## config.mk

```make
export PLATFORM = sky130hd
export DESIGN_NAME = bridge_pwm
export DESIGN_NICKNAME = d
export VERILOG_FILES = /design/src/core/bridge_pwm_pkg.sv /design/src/core/deadtime_gen.sv /design/src/core/bridge_pwm.sv
export SDC_FILE = /design/constraint.sdc
export NUM_CORES = 1
export LEC_CHECK = 0
export BUFFER_PORTS_ARGS = -buffer_cell sky130_fd_sc_hd__buf_2
export CAP_MARGIN = 5
export CORE_MARGIN = 2
export CORE_UTILIZATION = 52
export DETAILED_ROUTE_END_ITERATION = 8
export PLACE_DENSITY = 0.78
export REMOVE_ABC_BUFFERS = 1
export SYNTH_ARGS = -nofsm -noshare
export SYNTH_HDL_FRONTEND = slang
export SYNTH_HIERARCHICAL = 1
export SYNTH_SLANG_ARGS = --single-unit
```

## constraint.sdc

```tcl
create_clock -name aclk -period 4.69 [get_ports aclk]
set_input_delay 0.938 -clock aclk [delete_from_list [all_inputs] [get_ports aclk]]
set_output_delay 0.938 -clock aclk [all_outputs]
set_load 0.05 [all_outputs]
```

## src/core/bridge_pwm_pkg.sv

```systemverilog
// Constants shared by the bridge PWM output stage and its register slave.
// Assumes register indices are word indices: byte address is four times the index.
package bridge_pwm_pkg;

    // ------------------------------------------------------------
    // Register indices
    // ------------------------------------------------------------
    localparam logic [14:0] IDX_OUT = 15'h00f8;
    localparam logic [14:0] IDX_DUTY = 15'h4058;
    localparam logic [14:0] IDX_CMP = 15'h405a;
    localparam logic [14:0] IDX_CHAN = 15'h405c;
    localparam logic [14:0] IDX_PERIOD = 15'h405e;
    localparam logic [14:0] IDX_DT = 15'h4060;
    localparam logic [14:0] IDX_STAT = 15'h4061;
    localparam logic [14:0] IDX_CTRL = 15'h4062;
    localparam logic [14:0] IDX_CNT = 15'h4066;

    // ------------------------------------------------------------
    // Field positions
    // ------------------------------------------------------------
    localparam int MOE_BIT = 7;
    localparam int RUN_BIT = 7;
    localparam int PRELOAD_BIT = 4;
    localparam int SRC_BIT = 3;
    localparam int FLAG_BIT = 4;
    // Phase order U, V, W, X
    localparam int HE_BIT [4] = '{1, 3, 5, 13};
    localparam int LE_BIT [4] = '{0, 2, 4, 12};
    localparam int HP_BIT [4] = '{7, 9, 11, 15};
    localparam int LP_BIT [4] = '{6, 8, 10, 14};
    // X shares the W idle levels
    localparam int IDLE_H_BIT [4] = '{0, 2, 4, 4};
    localparam int IDLE_L_BIT [4] = '{1, 3, 5, 5};

    // ------------------------------------------------------------
    // Writable masks and reset values
    // ------------------------------------------------------------
    localparam logic [7:0] OUT_MASK = 8'hbf;
    localparam logic [7:0] CTRL_MASK = 8'h98;
    localparam logic [15:0] DUTY_MASK = 16'h3fff;
    localparam logic [15:0] PERIOD_MASK = 16'h3ffe;
    localparam logic [15:0] CMP_MASK = 16'h0fff;
    localparam logic [7:0] OUT_RST = 8'h00;
    localparam logic [7:0] CTRL_RST = 8'h00;
    localparam logic [7:0] DT_RST = 8'h00;
    localparam logic [1:0] STAT_MODE_RST = 2'h0;
    localparam logic [15:0] WORD16_RST = 16'h0000;

    // ------------------------------------------------------------
    // Bus answers
    // ------------------------------------------------------------
    localparam logic [1:0] RESP_OKAY = 2'h0;
    localparam logic [1:0] RESP_SLVERR = 2'h2;

    // ------------------------------------------------------------
    // Types
    // ------------------------------------------------------------
    typedef enum logic [1:0] {
        MATCH_NEVER = 2'h0,
        MATCH_UP = 2'h1,
        MATCH_DOWN = 2'h2,
        MATCH_BOTH = 2'h3
    } match_mode_t;

    typedef enum logic [1:0] {
        CNT_UP = 2'h1,
        CNT_DOWN = 2'h2
    } cnt_dir_t;

endpackage

```

## src/core/deadtime_gen.sv

```systemverilog
// Deadtime generator for one phase: splits a reference into a leading and a
// complementary drive, both held off for (dead + 1) clocks after each edge when dead is nonzero.
// Assumes dead is a static register value and lead is on the same clock.
`timescale 1ns/100ps
module deadtime_gen (
    // Clock and reset
    input wire logic aclk,
    input wire logic aresetn,
    // Reference and setting
    input wire logic lead,
    input wire logic [7:0] dead,
    // Drives
    output logic lead_out,
    output logic comp_out
);
    logic lead_d;
    logic [7:0] wait_cnt;
    logic quiet;

    always_ff @(posedge aclk)
    begin
        if (!aresetn)
        begin
            lead_d <= 1'b0;
            wait_cnt <= 8'h00;
        end
        else
        begin
            lead_d <= lead;
            if (lead != lead_d)
                wait_cnt <= dead;
            else if (wait_cnt != 8'h00)
                wait_cnt <= wait_cnt - 8'h01;
        end
    end

    // Edge cycle plus dead counted cycles both sides off; zero bypasses
    assign quiet = (dead != 8'h00) && ((lead != lead_d) || (wait_cnt != 8'h00));
    assign lead_out = lead & ~quiet;
    assign comp_out = ~lead & ~quiet;

endmodule // deadtime_gen

```

## src/core/bridge_pwm.sv

```systemverilog
// Output stage of a three-phase bridge PWM with AXI4-Lite register slave.
// Assumes field-oriented compare values and commutation writes are on aclk;
// the bus-current fault arrives asynchronously.
`timescale 1ns/100ps

module bridge_pwm (
    // Clock and reset
    input wire logic aclk,
    input wire logic aresetn,
    // AXI4-Lite write
    input wire logic [16:0] awaddr,
    input wire logic awvalid,
    output logic awready,
    input wire logic [31:0] wdata,
    input wire logic [3:0] wstrb,
    input wire logic wvalid,
    output logic wready,
    output logic [1:0] bresp,
    output logic bvalid,
    input wire logic bready,
    // AXI4-Lite read
    input wire logic [16:0] araddr,
    input wire logic arvalid,
    output logic arready,
    output logic [31:0] rdata,
    output logic [1:0] rresp,
    output logic rvalid,
    input wire logic rready,
    // Field-oriented compare values
    input wire logic [13:0] foc_cmp_u,
    input wire logic [13:0] foc_cmp_v,
    input wire logic [13:0] foc_cmp_w,
    // Commutation timer
    input wire logic comm_write,
    input wire logic [15:0] comm_data,
    // Protection pin
    input wire logic bus_fault,
    // Gate drives, index U, V, W, X
    output logic [3:0] gate_high,
    output logic [3:0] gate_low
);

    // ------------------------------------------------------------
    // Declarations
    // ------------------------------------------------------------
    logic aw_held;
    logic w_held;
    logic [14:0] aw_idx;
    logic [31:0] wd;
    logic [3:0] ws;
    logic do_write;
    logic [15:0] wr_word;
    logic [7:0] hi_shadow;
    logic [31:0] rd_word;
    logic [7:0] output_enable_idle_levels;
    logic [7:0] control;
    logic [1:0] match_irq_mode;
    logic match_irq_flag;
    logic [15:0] channel_enable_polarity;
    logic [15:0] carrier_period;
    logic [15:0] compare_match_value;
    logic [15:0] duty_written;
    logic [13:0] duty_active;
    logic [7:0] deadtime_setting;
    logic [13:0] cnt;
    typedef bridge_pwm_pkg::cnt_dir_t cnt_dir_local_t;
    cnt_dir_local_t dir;
    logic fault_meta;
    logic fault_sync;
    logic counter_run;
    logic duty_preload_on;
    logic src_foc;
    logic main_output_on;
    logic [12:0] half;
    logic [12:0] top;
    logic overflow;
    logic underflow;
    logic match_hit;
    logic [3:0] next_gate_high;
    logic [3:0] next_gate_low;
    logic [13:0] cmp_src [4];

    // ------------------------------------------------------------
    // Helpers
    // ------------------------------------------------------------
    function automatic logic is_mapped(input logic [14:0] idx);
        return (idx == bridge_pwm_pkg::IDX_OUT) || (idx == bridge_pwm_pkg::IDX_DUTY)
            || (idx == bridge_pwm_pkg::IDX_CMP) || (idx == bridge_pwm_pkg::IDX_CHAN)
            || (idx == bridge_pwm_pkg::IDX_PERIOD) || (idx == bridge_pwm_pkg::IDX_DT)
            || (idx == bridge_pwm_pkg::IDX_STAT) || (idx == bridge_pwm_pkg::IDX_CTRL)
            || (idx == bridge_pwm_pkg::IDX_CNT);
    endfunction

    function automatic logic commit(input logic [14:0] idx);
        return do_write && (aw_idx == idx) && ws[0];
    endfunction

    // Half of a compare value in fine units against the half-rate counter
    function automatic logic below(input logic [13:0] c, input logic [13:0] v);
        return c < {1'b0, v[13:1]};
    endfunction

    // ------------------------------------------------------------
    // AXI4-Lite slave
    // ------------------------------------------------------------
    assign awready = !aw_held && !bvalid;
    assign wready = !w_held && !bvalid;
    assign arready = !rvalid;
    assign do_write = aw_held && w_held && !bvalid;
    assign wr_word = {ws[1] ? wd[15:8] : hi_shadow, wd[7:0]};

    always_ff @(posedge aclk)
    begin
        if (!aresetn)
        begin
            aw_held <= 1'b0;
            w_held <= 1'b0;
            aw_idx <= 15'h0000;
            wd <= 32'h0000_0000;
            ws <= 4'h0;
            bvalid <= 1'b0;
            bresp <= bridge_pwm_pkg::RESP_OKAY;
        end
        else
        begin
            if (awvalid && awready)
            begin
                aw_held <= 1'b1;
                aw_idx <= awaddr[16:2];
            end
            if (wvalid && wready)
            begin
                w_held <= 1'b1;
                wd <= wdata;
                ws <= wstrb;
            end
            if (do_write)
            begin
                aw_held <= 1'b0;
                w_held <= 1'b0;
                bvalid <= 1'b1;
                bresp <= is_mapped(aw_idx) ? bridge_pwm_pkg::RESP_OKAY
                                           : bridge_pwm_pkg::RESP_SLVERR;
            end
            else if (bvalid && bready)
                bvalid <= 1'b0;
        end
    end

    // High byte waits here until its low byte arrives
    always_ff @(posedge aclk)
    begin
        if (!aresetn)
            hi_shadow <= 8'h00;
        else if (do_write && ws[1] && !ws[0])
            hi_shadow <= wd[15:8];
    end

    always_comb
    begin
        rd_word = 32'h0000_0000;
        unique case (araddr[16:2])
            bridge_pwm_pkg::IDX_OUT: rd_word[7:0] = output_enable_idle_levels;
            bridge_pwm_pkg::IDX_DUTY: rd_word[15:0] = duty_written;
            bridge_pwm_pkg::IDX_CMP: rd_word[15:0] = compare_match_value;
            bridge_pwm_pkg::IDX_CHAN: rd_word[15:0] = channel_enable_polarity;
            bridge_pwm_pkg::IDX_PERIOD: rd_word[15:0] = carrier_period;
            bridge_pwm_pkg::IDX_DT: rd_word[7:0] = deadtime_setting;
            bridge_pwm_pkg::IDX_STAT: rd_word[7:0] = {3'h0, match_irq_flag, 2'h0, match_irq_mode};
            bridge_pwm_pkg::IDX_CTRL: rd_word[7:0] = control;
            bridge_pwm_pkg::IDX_CNT: rd_word[11:0] = cnt[13:2];
            default: rd_word = 32'h0000_0000;
        endcase
    end

    always_ff @(posedge aclk)
    begin
        if (!aresetn)
        begin
            rvalid <= 1'b0;
            rdata <= 32'h0000_0000;
            rresp <= bridge_pwm_pkg::RESP_OKAY;
        end
        else if (arvalid && arready)
        begin
            rvalid <= 1'b1;
            rdata <= rd_word;
            rresp <= is_mapped(araddr[16:2]) ? bridge_pwm_pkg::RESP_OKAY
                                             : bridge_pwm_pkg::RESP_SLVERR;
        end
        else if (rvalid && rready)
            rvalid <= 1'b0;
    end

    // ------------------------------------------------------------
    // Registers
    // ------------------------------------------------------------
    always_ff @(posedge aclk)
    begin
        if (!aresetn)
        begin
            fault_meta <= 1'b0;
            fault_sync <= 1'b0;
        end
        else
        begin
            fault_meta <= bus_fault;
            fault_sync <= fault_meta;
        end
    end

    // Fault beats a software set in the same cycle
    always_ff @(posedge aclk)
    begin
        if (!aresetn)
            output_enable_idle_levels <= bridge_pwm_pkg::OUT_RST;
        else
        begin
            if (commit(bridge_pwm_pkg::IDX_OUT))
                output_enable_idle_levels <= wd[7:0] & bridge_pwm_pkg::OUT_MASK;
            if (fault_sync)
                output_enable_idle_levels[bridge_pwm_pkg::MOE_BIT] <= 1'b0;
        end
    end

    always_ff @(posedge aclk)
    begin
        if (!aresetn)
            control <= bridge_pwm_pkg::CTRL_RST;
        else if (commit(bridge_pwm_pkg::IDX_CTRL))
            control <= wd[7:0] & bridge_pwm_pkg::CTRL_MASK;
    end

    always_ff @(posedge aclk)
    begin
        if (!aresetn)
            channel_enable_polarity <= bridge_pwm_pkg::WORD16_RST;
        else if (comm_write)
            channel_enable_polarity <= comm_data;
        else if (commit(bridge_pwm_pkg::IDX_CHAN))
            channel_enable_polarity <= wr_word;
    end

    always_ff @(posedge aclk)
    begin
        if (!aresetn)
        begin
            carrier_period <= bridge_pwm_pkg::WORD16_RST;
            compare_match_value <= bridge_pwm_pkg::WORD16_RST;
            deadtime_setting <= bridge_pwm_pkg::DT_RST;
        end
        else
        begin
            if (commit(bridge_pwm_pkg::IDX_PERIOD))
                carrier_period <= wr_word & bridge_pwm_pkg::PERIOD_MASK;
            if (commit(bridge_pwm_pkg::IDX_CMP))
                compare_match_value <= wr_word & bridge_pwm_pkg::CMP_MASK;
            if (commit(bridge_pwm_pkg::IDX_DT))
                deadtime_setting <= wd[7:0];
        end
    end

    always_ff @(posedge aclk)
    begin
        if (!aresetn)
        begin
            duty_written <= bridge_pwm_pkg::WORD16_RST;
            duty_active <= 14'h0000;
        end
        else
        begin
            if (commit(bridge_pwm_pkg::IDX_DUTY))
            begin
                duty_written <= wr_word & bridge_pwm_pkg::DUTY_MASK;
                if (!duty_preload_on)
                    duty_active <= wr_word[13:0];
            end
            else if (duty_preload_on && underflow)
                duty_active <= duty_written[13:0];
        end
    end

    // Hardware set wins over a clearing write
    always_ff @(posedge aclk)
    begin
        if (!aresetn)
        begin
            match_irq_mode <= bridge_pwm_pkg::STAT_MODE_RST;
            match_irq_flag <= 1'b0;
        end
        else
        begin
            if (commit(bridge_pwm_pkg::IDX_STAT))
            begin
                match_irq_mode <= wd[1:0];
                if (!wd[bridge_pwm_pkg::FLAG_BIT])
                    match_irq_flag <= 1'b0;
            end
            if (match_hit)
                match_irq_flag <= 1'b1;
        end
    end

    assign main_output_on = output_enable_idle_levels[bridge_pwm_pkg::MOE_BIT];
    assign counter_run = control[bridge_pwm_pkg::RUN_BIT];
    assign duty_preload_on = control[bridge_pwm_pkg::PRELOAD_BIT];
    assign src_foc = control[bridge_pwm_pkg::SRC_BIT];

    // ------------------------------------------------------------
    // Carrier counter
    // ------------------------------------------------------------
    assign half = carrier_period[13:1];
    assign top = half - 13'h0001;
    assign overflow = counter_run && (half != 13'h0000) && (dir == bridge_pwm_pkg::CNT_UP)
                      && (cnt >= {1'b0, top});
    assign underflow = counter_run && (dir == bridge_pwm_pkg::CNT_DOWN) && (cnt == 14'h0000);
    assign match_hit = counter_run && (cnt[13:2] == compare_match_value[11:0])
                       && (cnt[1:0] == 2'h0)
                       && (((dir == bridge_pwm_pkg::CNT_UP) && match_irq_mode[0])
                       || ((dir == bridge_pwm_pkg::CNT_DOWN) && match_irq_mode[1]));

    always_ff @(posedge aclk)
    begin
        if (!aresetn)
        begin
            cnt <= 14'h0000;
            dir <= bridge_pwm_pkg::CNT_UP;
        end
        else if (counter_run && commit(bridge_pwm_pkg::IDX_CNT))
            cnt <= {wr_word[11:0], 2'h0};
        else if (counter_run)
        begin
            unique case (dir)
                bridge_pwm_pkg::CNT_UP:
                begin
                    if (half == 13'h0000)
                        cnt <= 14'h0000;
                    else if (overflow)
                    begin
                        // Top is held one cycle, like zero, so a period is carrier_period clocks
                        dir <= bridge_pwm_pkg::CNT_DOWN;
                    end
                    else
                        cnt <= cnt + 14'h0001;
                end
                bridge_pwm_pkg::CNT_DOWN:
                begin
                    if (underflow)
                        dir <= bridge_pwm_pkg::CNT_UP;
                    else
                        cnt <= cnt - 14'h0001;
                end
                default: dir <= bridge_pwm_pkg::CNT_UP;
            endcase
        end
    end

    // ------------------------------------------------------------
    // Phase outputs
    // ------------------------------------------------------------
    assign cmp_src[0] = src_foc ? foc_cmp_u : duty_active;
    assign cmp_src[1] = src_foc ? foc_cmp_v : duty_active;
    assign cmp_src[2] = src_foc ? foc_cmp_w : duty_active;
    assign cmp_src[3] = cmp_src[2];

    for (genvar p = 0; p < 4; p++)
    begin : g_phase
        logic ref_on;
        logic dt_lead;
        logic dt_comp;
        logic en_h;
        logic en_l;
        logic pwm_h;
        logic pwm_l;
        logic gh;
        logic gl;

        assign ref_on = below(cnt, cmp_src[p]);
        assign next_gate_high[p] = gh;
        assign next_gate_low[p] = gl;
        assign en_h = channel_enable_polarity[bridge_pwm_pkg::HE_BIT[p]];
        assign en_l = channel_enable_polarity[bridge_pwm_pkg::LE_BIT[p]];

        deadtime_gen u_dead (
            .aclk(aclk),
            .aresetn(aresetn),
            .lead(ref_on),
            .dead(deadtime_setting),
            .lead_out(dt_lead),
            .comp_out(dt_comp)
        );

        // Software source leads on the high side, field-oriented on the low side
        always_comb
        begin
            if (en_h && en_l)
            begin
                pwm_h = src_foc ? dt_comp : dt_lead;
                pwm_l = src_foc ? dt_lead : dt_comp;
            end
            else
            begin
                pwm_h = en_h & ref_on;
                pwm_l = en_l & ~ref_on;
            end
            if (main_output_on)
            begin
                gh = pwm_h ^ channel_enable_polarity[bridge_pwm_pkg::HP_BIT[p]];
                gl = pwm_l ^ channel_enable_polarity[bridge_pwm_pkg::LP_BIT[p]];
            end
            else
            begin
                gh = output_enable_idle_levels[bridge_pwm_pkg::IDLE_H_BIT[p]];
                gl = output_enable_idle_levels[bridge_pwm_pkg::IDLE_L_BIT[p]];
            end
        end
    end

    always_ff @(posedge aclk)
    begin
        if (!aresetn)
        begin
            gate_high <= 4'h0;
            gate_low <= 4'h0;
        end
        else
        begin
            gate_high <= next_gate_high;
            gate_low <= next_gate_low;
        end
    end
endmodule // bridge_pwm

```

==> out/qor.yml, run 1 <==
min_path:
  hold_path_class: "register to register"
pwr:
  power.leakage_nw: 5.60
  power_density_nw_per_um2: 359
  power_mw: 5.05
  ir_worst_vdd_v: 0.000307
floorplanning:
  dieWidth_um: 159
  start_util: 0.532
  die_h_um: 159
  rows: 56
  core_area_um2: 23500
  pin_count: 186
  floorplan.die_area_um2: 25400
sta:
  period_share: 0.872
  drv_slew: 0
  setup_slack_ns: 0.602
  fmax_mhz: 245
  fin_worst_skew_ns: 0.00822
  holdWs_ns: 0.387
  grt_setup_unrepaired: "no"
  relSlewSlack: 0.207
  period_needed_ns: 4.09
  tns_ns: 0
  hold_violations: 0
  worstMarginPinSlew_ns: 1.18
  finalSetupViolations: 0
clocking:
  cts_tree: "yes"
  cts_buffers: 23
  post_cts_buffers: 0
  clockBufferDepth: 3
  post_cts_resized: 0
  path_clk_slew_ns: 0.06
  ctsHoldBuffers: 0
  cts.sinks: 214
  htreeDepth: 1
  root_buffer: "clkbuf_16"
  insertion_delay_ns: 0.51
setup_path:
  r2r_start: "control[3]$_SDFFE_PN0P_"
  crit_type: "register to register"
  worstSetupEndpoint: "gate_low[3]$_SDFF_PN0_"
  required_ns: 5.11
  startpoint_type: "register"
  endpoint_kind: "register"
  worstPathArrival_ns: 4.51
  r2r_cells: 16
  worstSetupStartpoint: "control[3]$_SDFFE_PN0P_"
  path_max_fanout: 60
  rrSetupSlack_ns: 0.60
  rr_endpoint: "gate_low[3]$_SDFF_PN0_"
drt:
  vias: 11707
  drtAntennaViolNets: 0
  first_pass_iters: 6
  drc_errors: 0
  wire_per_inst_um: 18.9
  wl_um: 36900
  viasPerCell: 5.99
  drt_first_iter_violations: 1312
yosys:
  yosysWarnings: 6
  synth_ff_type: "dfxtp_1"
  ys_types: 85
  yosysSeqAreaShare: 0.342
  syn-cell-area_um2: 12500
  synthArstFlopShare: 0
  syn_inst: 1523
  synth_edf_count: 0
  ys_ff_latch: 214
  avgSynthCellArea_um2: 8.23
outcome:
  status: "completed"
cells_and_area:
  final_core_utilization: 0.598
  nets: 1820
  stdcell_area_um2: 14100
  syn_to_final_growth_pct: 12.4
  final_common_cell: "dfxtp_1"
  final_cell_mix: "213 x dfxtp_1, 194 x nor2_1, 170 x nand2_1"
  nFillCells: 2098
  final_cells: 1953
  drive_gt1_frac: 0.168
placement:
  pre_cts_ws_ns: 0.351
  dp_hpwl_um: 26500
  place_area_um2: 13400
  portBuffers: 142
  place_inst: 1914
  gp_congestion: 0.981
global_routing:
  first_global_vias: 10994
  overflow: 0
  grt_pass1_wl_um: 57700
  antenna_found_initial: 2
  grt_max_degree: 62
  track_usage: 0.278
flow_run:
  max_cap_viol_count: 0
[cell usage after synthesis, types with 17 or more instances]
cell type,instances,share of area
a211oi_1,28,0.017
a211oi_2,20,0.020
a21oi_1,155,0.062
buf_4,24,0.014
clkbuf_1,75,0.022
dfxtp_1,214,0.34
ha_1,63,0.063
inv_1,30,0.0090
mux2i_1,75,0.060
nand2_1,170,0.051
nand3_1,47,0.019
nand4_1,18,0.0090
nor2_1,194,0.058
nor2b_1,22,0.011
nor3_1,31,0.012
nor4_1,18,0.0090
o21ai_0,34,0.014
xnor2_1,30,0.021
xor2_1,17,0.012
[power by group]
part,total [mW],leakage [nW],switching [mW],internal [mW]
Sequential,2.18,1.74,0.186,1.99
Combinational,1.16,3.52,0.637,0.524
Clock,1.72,0.339,0.720,0.997
Total,5.05,5.60,1.54,3.51
[how the worst min path moves through the flow]
| stage | startpoint | endpoint | slack [ns] | depth (start not counted) |
|---|---|---|---|---|
| after detailed placement | fault_sync$_SDFF_PN0_ | output_enable_idle_levels[7]$_SDFFE_PP0P_ | 0.38 | 1 |
| after global routing | fault_sync$_SDFF_PN0_ | output_enable_idle_levels[7]$_SDFFE_PP0P_ | 0.41 | 1 |
| after floorplan | fault_sync$_SDFF_PN0_ | output_enable_idle_levels[7]$_SDFFE_PP0P_ | 0.37 | 1 |
| after global placement | fault_sync$_SDFF_PN0_ | output_enable_idle_levels[7]$_SDFFE_PP0P_ | 0.38 | 1 |
| after CTS | fault_sync$_SDFF_PN0_ | output_enable_idle_levels[7]$_SDFFE_PP0P_ | 0.39 | 1 |
| final | fault_sync$_SDFF_PN0_ | output_enable_idle_levels[7]$_SDFFE_PP0P_ | 0.39 | 1 |
[routing by layer]
metal / up-vias / share of wire / GRT usage
met3: 112 / 0.084 / 0.0406
met2: 558 / 0.45 / 0.447
met4: 0 / 0.046 / 0.127
li1: 5616 / - / -
met5: - / 0 / 0
met1: 5421 / 0.42 / 0.370
[worst max-delay path: stages (launching register included)]
cell and delay, ns:
dfxtp_2 0.35, buf_12 0.27, nor2b_1 0.13, a21oi_1 0.16, ha_1 0.25, o21ai_0 0.16
a22oi_1 0.14, a2111oi_0 0.54, o21ai_1 0.24, inv_1 0.39, xor2_2 0.32, a2bb2oi_1 0.28
nor2b_1 0.10, mux2i_1 0.13, a21boi_0 0.11, o2111a_1 0.17, a311oi_1 0.22
[flip-flops by register name, indices dropped and copies added, names as in the netlist, 13 cells and up]
name / flops
duty_active: 13
aw_idx: 15
cnt: 14
channel_enable_polarity: 16
rdata: 16
carrier_period: 13
g_phase.u_dead/wait_cnt: 32
duty_written: 14
wd: 16
[cell families after synthesis]
logic type / synth area share
AND/OR/NAND/NOR: 0.236
AO/OA/AOI/OAI: 0.197
flip-flops: 0.342
buffers and inverters: 0.0521
multiplexers: 0.0668
adder cells (fa/ha/maj): 0.0629
XOR/XNOR: 0.0432
other: 0.000299
[final cells by class]
type / count / area (um2) / area share
Antenna cell: 2 / 5.00 / 0.000355
Inverter: 30 / 115 / 0.00817
Timing Repair Buffer: 170 / 933 / 0.0662
Multi-Input combinational cell: 1181 / 7660 / 0.544
Tap cell: 319 / 399 / 0.0283
Sequential cell: 214 / 4290 / 0.304
Clock buffer: 33 / 643 / 0.0456
Clock inverter: 4 / 45.0 / 0.00320
(Power assumes the default switching activity.)
==> run 2: changes to the inputs <==
PLACE_DENSITY = 0.75   (was 0.78)
SKIP_CTS_REPAIR_TIMING = 1   (was unset)
==> run 2 against run 1 <==
Net effect:
- combinational power about the same
- global-route usage increased by 0.48 points
- flip-flop and latch count unchanged
- largest power group unchanged
- design area increased by 1.2%
- die area unchanged
- hold slack improved by 0.0056 ns
- via count increased by 0.89%
- non-clock buffer count increased by 2
- sequential power about the same
- clock skew increased by 0.012 ns
- register-to-register slack got worse by 0.20 ns
- routed wire length increased by 1.4%
==> out/qor.yml, run 2 (synthesized netlist as in run 1, its figures left out) <==
sta:
  worstMarginPinSlew_ns: 1.18
  relSlewSlack: 0.213
  hold_violations: 0
  period_share: 0.914
  finalSetupViolations: 0
  fmax_mhz: 233
  period_needed_ns: 4.29
  fin_worst_skew_ns: 0.0198
  holdWs_ns: 0.393
  drv_slew: 0
  tns_ns: 0
  grt_setup_unrepaired: "no"
cells_and_area:
  multi_input_area_um2: 7660
  final_cell_mix: "213 x dfxtp_1, 194 x nor2_1, 170 x nand2_1"
  syn_to_final_growth_pct: 13.8
  regMostFlops: "g_phase.u_dead/wait_cnt"
  nets: 1823
  final_common_cell: "dfxtp_1"
  drive_gt1_frac: 0.174
  final_core_utilization: 0.605
  nFillCells: 2135
  largest_reg_flops: 32
  stdcell_area_um2: 14300
  regArea_um2: 4290
setup_path:
  crit_type: "register to register"
  startpoint_type: "register"
  worstPathArrival_ns: 4.70
  path_max_fanout: 21
  endpoint_kind: "register"
  required_ns: 5.11
pwr:
  switchingPower_mw: 1.60
  power.leakage_nw: 5.70
  clkPwrFrac: 0.375
  power_mw: 5.35
  switching_share: 0.298
  p_seq_frac: 0.408
  power_density_nw_per_um2: 375
  cellInternalPower_mw: 3.75
  combPwrFrac: 0.217
  ir_worst_vdd_v: 0.000310
placement:
  dp_hpwl_um: 26800
  place_area_um2: 13400
  portBuffers: 142
  gp_congestion: 0.957
drt:
  wire_per_inst_um: 19.1
  wl_um: 37400
  drt_first_iter_violations: 1176
  vias: 11811
  viasPerCell: 6.02
  drtAntennaViolNets: 0
  first_pass_iters: 6
  drc_errors: 0
clocking:
  cts_buffers: 24
  clockBufferDepth: 3
  cts.sinks: 214
  path_clk_slew_ns: 0.06
  root_buffer: "clkbuf_16"
  insertion_delay_ns: 0.53
  htreeDepth: 1
  cts_tree: "yes"
floorplanning:
  rows: 56
  pin_count: 186
  floorplan.die_area_um2: 25400
  start_util: 0.532
  dieWidth_um: 159
  die_h_um: 159
  core_area_um2: 23500
global_routing:
  grt_pass1_wl_um: 58200
  overflow: 0
  antenna_found_initial: 1
  first_global_vias: 10958
  track_usage: 0.283
  grt_max_degree: 70
flow_run:
  max_cap_viol_count: 0
min_path:
  hold_path_class: "register to register"
outcome:
  status: "completed"
## run 2: area by class of cell
cell class / instances / share of cell area
Multi-Input combinational cell: 1181 / 0.538
Sequential cell: 214 / 0.301
Timing Repair Buffer: 172 / 0.0657
Clock buffer: 32 / 0.0477
Tap cell: 319 / 0.0280
Clock inverter: 11 / 0.0119
Inverter: 30 / 0.00808
Antenna cell: 2 / 0.000351
## run 2: worst max-delay path: stages, from the launching register on
cell	delay, ns
dfxtp_2	0.56
buf_4	0.32
a21oi_1	0.11
ha_1	0.28
o21ai_0	0.08
a22oi_1	0.28
a2111oi_0	0.18
o21ai_1	0.57
inv_1	0.34
xor2_2	0.40
a2bb2oi_1	0.29
nor2b_1	0.09
mux2i_1	0.12
a21boi_0	0.12
o2111a_1	0.17
a311oi_1	0.24
## run 2: power groups by stage
stage	registers, mW	clock network, mW	logic (mW)
2_1_floorplan	2.18	0	0.927
3_3_place_gp	2.20	0	1.12
3_5_place_dp	2.21	0	1.16
4_1_cts	2.18	2.02	1.16
5_1_grt	2.20	2.10	1.28
6_report	2.18	2.01	1.16
## run 2: path summary, 6_finish.rpt
check / from / end / slack [ns] / cells past startpoint
worst max register to register: control[3]$_SDFFE_PN0P_ / gate_low[3]$_SDFF_PN0_ / 0.40 / 15
worst max-delay path: control[3]$_SDFFE_PN0P_ / gate_low[3]$_SDFF_PN0_ / 0.40 / 15
worst min-delay path: fault_sync$_SDFF_PN0_ / output_enable_idle_levels[7]$_SDFFE_PP0P_ / 0.39 / 1
worst min register to register: fault_sync$_SDFF_PN0_ / output_enable_idle_levels[7]$_SDFFE_PP0P_ / 0.39 / 1
## run 2: layer usage
metal / up-vias / track usage / routed length, um
met3: 112 / 0.0511 / 3490
met1: 5532 / 0.374 / 15300
met4: 0 / 0.106 / 1440
li1: 5619 / - / -
met5: - / 0 / 0
met2: 548 / 0.462 / 17200
## run 2: metrics by stage
step / setup WS [ns] / instances
CTS: 0.477 / 1959
floorplan: 0.129 / 1425
global placement: 0.361 / 1916
detailed placement: 0.297 / 1916
global route: 0.00506 / 1960
finish: 0.402 / 1961
==> run 3: changes to the inputs <==
CORE_UTILIZATION = 50   (was 52)
PLACE_DENSITY = 0.72   (was 0.75)
==> run 3 against run 2 <==
Net effect:
- final cell count is 0.46% higher
- sequential share of layout area is 0.19 points higher
- core utilization is 2.6 points lower
- register-to-register slack worse by 0.03 ns
- critical path type unchanged
==> out/qor.yml, run 3 (synthesized netlist as in run 1, its figures left out) <==
sta:
  period_share: 0.920
  hold_violations: 0
  fmax_mhz: 232
  fin_worst_skew_ns: 0.0160
  tns_ns: 0
  relSlewSlack: 0.132
  period_needed_ns: 4.31
  grt_setup_unrepaired: "no"
  finalSetupViolations: 0
  drv_slew: 0
  worstMarginPinSlew_ns: 1.27
global_routing:
  first_global_vias: 11021
  grt_util_met3: 0.0516
  busiest_layer: "met2"
  track_usage: 0.277
  overflow: 0
  grt_pass1_wl_um: 58500
  grt_max_degree: 56
  antenna_found_initial: 1
  grtUsageMet1: 0.368
  gr-usage-met2: 0.449
cells_and_area:
  regMostFlops: "g_phase.u_dead/wait_cnt"
  final_cell_mix: "213 x dfxtp_1, 194 x nor2_1, 170 x nand2_1"
  nets: 1828
  drive_gt1_frac: 0.174
  largest_reg_flops: 32
  syn_to_final_growth_pct: 13.1
  final_common_cell: "dfxtp_1"
pwr:
  combPwrFrac: 0.230
  power.leakage_nw: 5.66
  p_seq_frac: 0.430
  power_density_nw_per_um2: 357
  ir_worst_vdd_v: 0.000262
  clkPwrFrac: 0.340
  switchingPower_mw: 1.55
  power_mw: 5.06
  cellInternalPower_mw: 3.51
  switching_share: 0.306
drt:
  drtAntennaViolNets: 0
  drc_errors: 0
  first_pass_iters: 5
  wl_um: 37500
  wire_per_inst_um: 19.0
  vias: 11709
  drt_first_iter_violations: 1253
  viasPerCell: 5.94
floorplanning:
  dieWidth_um: 162
  core_area_um2: 24500
  rows: 57
  floorplan.die_area_um2: 26300
  pin_count: 186
  die_h_um: 162
  start_util: 0.512
clocking:
  clockBufferDepth: 3
  insertion_delay_ns: 0.50
  root_buffer: "clkbuf_16"
  cts.sinks: 214
  cts_tree: "yes"
  path_clk_slew_ns: 0.06
  cts_buffers: 23
  htreeDepth: 1
setup_path:
  rr_endpoint: "gate_high[0]$_SDFF_PN0_"
  r2r_cells: 19
  slowest_stage: "dfxtp_2"
  critPathBufInv: 4
  r2r_start: "control[3]$_SDFFE_PN0P_"
  cp_cell_sequence: "buf_4 -> buf_4 -> a21oi_1 -> ha_1 -> a21o_1 -> nand3_1 -> a21oi_1 -> a2111oi_0 -> o41ai_1 -> buf_4 -> inv_1 -> xor2_2 -> a2bb2oi_1 -> nor2b_1 -> mux2i_1 -> mux2i_1 -> a21oi_1 -> mux2i_1 -> a311oi_1"
  worstPathArrival_ns: 4.72
  crit_type: "register to register"
  slowest_delay_ns: 0.69
  required_ns: 5.10
  rrSetupSlack_ns: 0.38
  startpoint_type: "register"
  path_max_fanout: 25
  critical_path.top_delay_family: "compound AO/OA/AOI/OAI gates"
  endpoint_kind: "register"
min_path:
  hold_path_class: "register to register"
  holdPathEnd: "output_enable_idle_levels[7]$_SDFFE_PP0P_"
  hold_depth: 1
  hp-start: "fault_sync$_SDFF_PN0_"
outcome:
  status: "completed"
flow_run:
  max_cap_viol_count: 0
placement:
  portBuffers: 142
  gp_congestion: 0.913
  dp_hpwl_um: 27100
run 3: changes by cell type in the layout (fill, tap and decap cells not counted), sizes merged:
cell / before / now
buf: 172 / 178
bufinv: 4 / 0
clkinv: 7 / 4
clkinvlp: 0 / 1
clkbuf: 32 / 36
run 3: worst max path at each step:
stage,startpoint,endpoint,cells past startpoint
after floorplan,control[3]$_SDFFE_PN0P_,gate_high[1]$_SDFF_PN0_,15
after global placement,foc_cmp_w[2],gate_low[3]$_SDFF_PN0_,15
after detailed placement,foc_cmp_w[2],gate_low[3]$_SDFF_PN0_,15
after CTS,control[3]$_SDFFE_PN0P_,gate_high[0]$_SDFF_PN0_,19
after global routing,control[3]$_SDFFE_PN0P_,gate_low[0]$_SDFF_PN0_,19
final,control[3]$_SDFFE_PN0P_,gate_high[0]$_SDFF_PN0_,19
run 3: per-layer routing:
metal / part of all wire / up-vias / wire length [um]
li1: - / 5630 / -
met1: 0.43 / 5501 / 16000
met2: 0.45 / 481 / 16900
met3: 0.079 / 97 / 2960
met4: 0.041 / 0 / 1550
met5: 0 / - / 0
run 3: final cells by class:
class | count | area [um2]
clock inverters | 5 | 27.5
clock buffers | 36 | 684
inverters | 30 | 115
multi-input cells | 1181 | 7660
repair buffers | 178 | 981
fillers | 2271 | 10300
diodes | 2 | 5.00
flip-flops and latches | 214 | 4290
well taps | 324 | 405
run 3: worst reg2reg max path: stages (launching register included):
cell	delay (ns)
dfxtp_2	0.69
buf_4	0.32
buf_4	0.18
a21oi_1	0.07
ha_1	0.30
a21o_1	0.16
nand3_1	0.08
a21oi_1	0.07
a2111oi_0	0.36
o41ai_1	0.14
buf_4	0.20
inv_1	0.19
xor2_2	0.33
a2bb2oi_1	0.27
nor2b_1	0.09
mux2i_1	0.16
mux2i_1	0.10
a21oi_1	0.15
mux2i_1	0.09
a311oi_1	0.25
run 3: stage by stage:
step,util,std cells,worst slack (ns),hold slack [ns],area (um2)
floorplan,-,1425,0.129,0.373,12100
global placement,0.550,1927,0.423,0.377,13500
detailed placement,0.550,1927,0.409,0.386,13500
CTS,0.579,1968,0.438,0.393,14200
global route,0.579,1969,0.0764,0.422,14200
finish,0.579,1970,0.375,0.391,14200
run 3: power groups by stage:
stage	logic [mW]	clock network, mW	registers, mW
2_1_floorplan	0.927	0	2.18
3_3_place_gp	1.13	0	2.20
3_5_place_dp	1.16	0	2.21
4_1_cts	1.17	1.74	2.18
5_1_grt	1.28	1.81	2.20
6_report	1.17	1.72	2.18
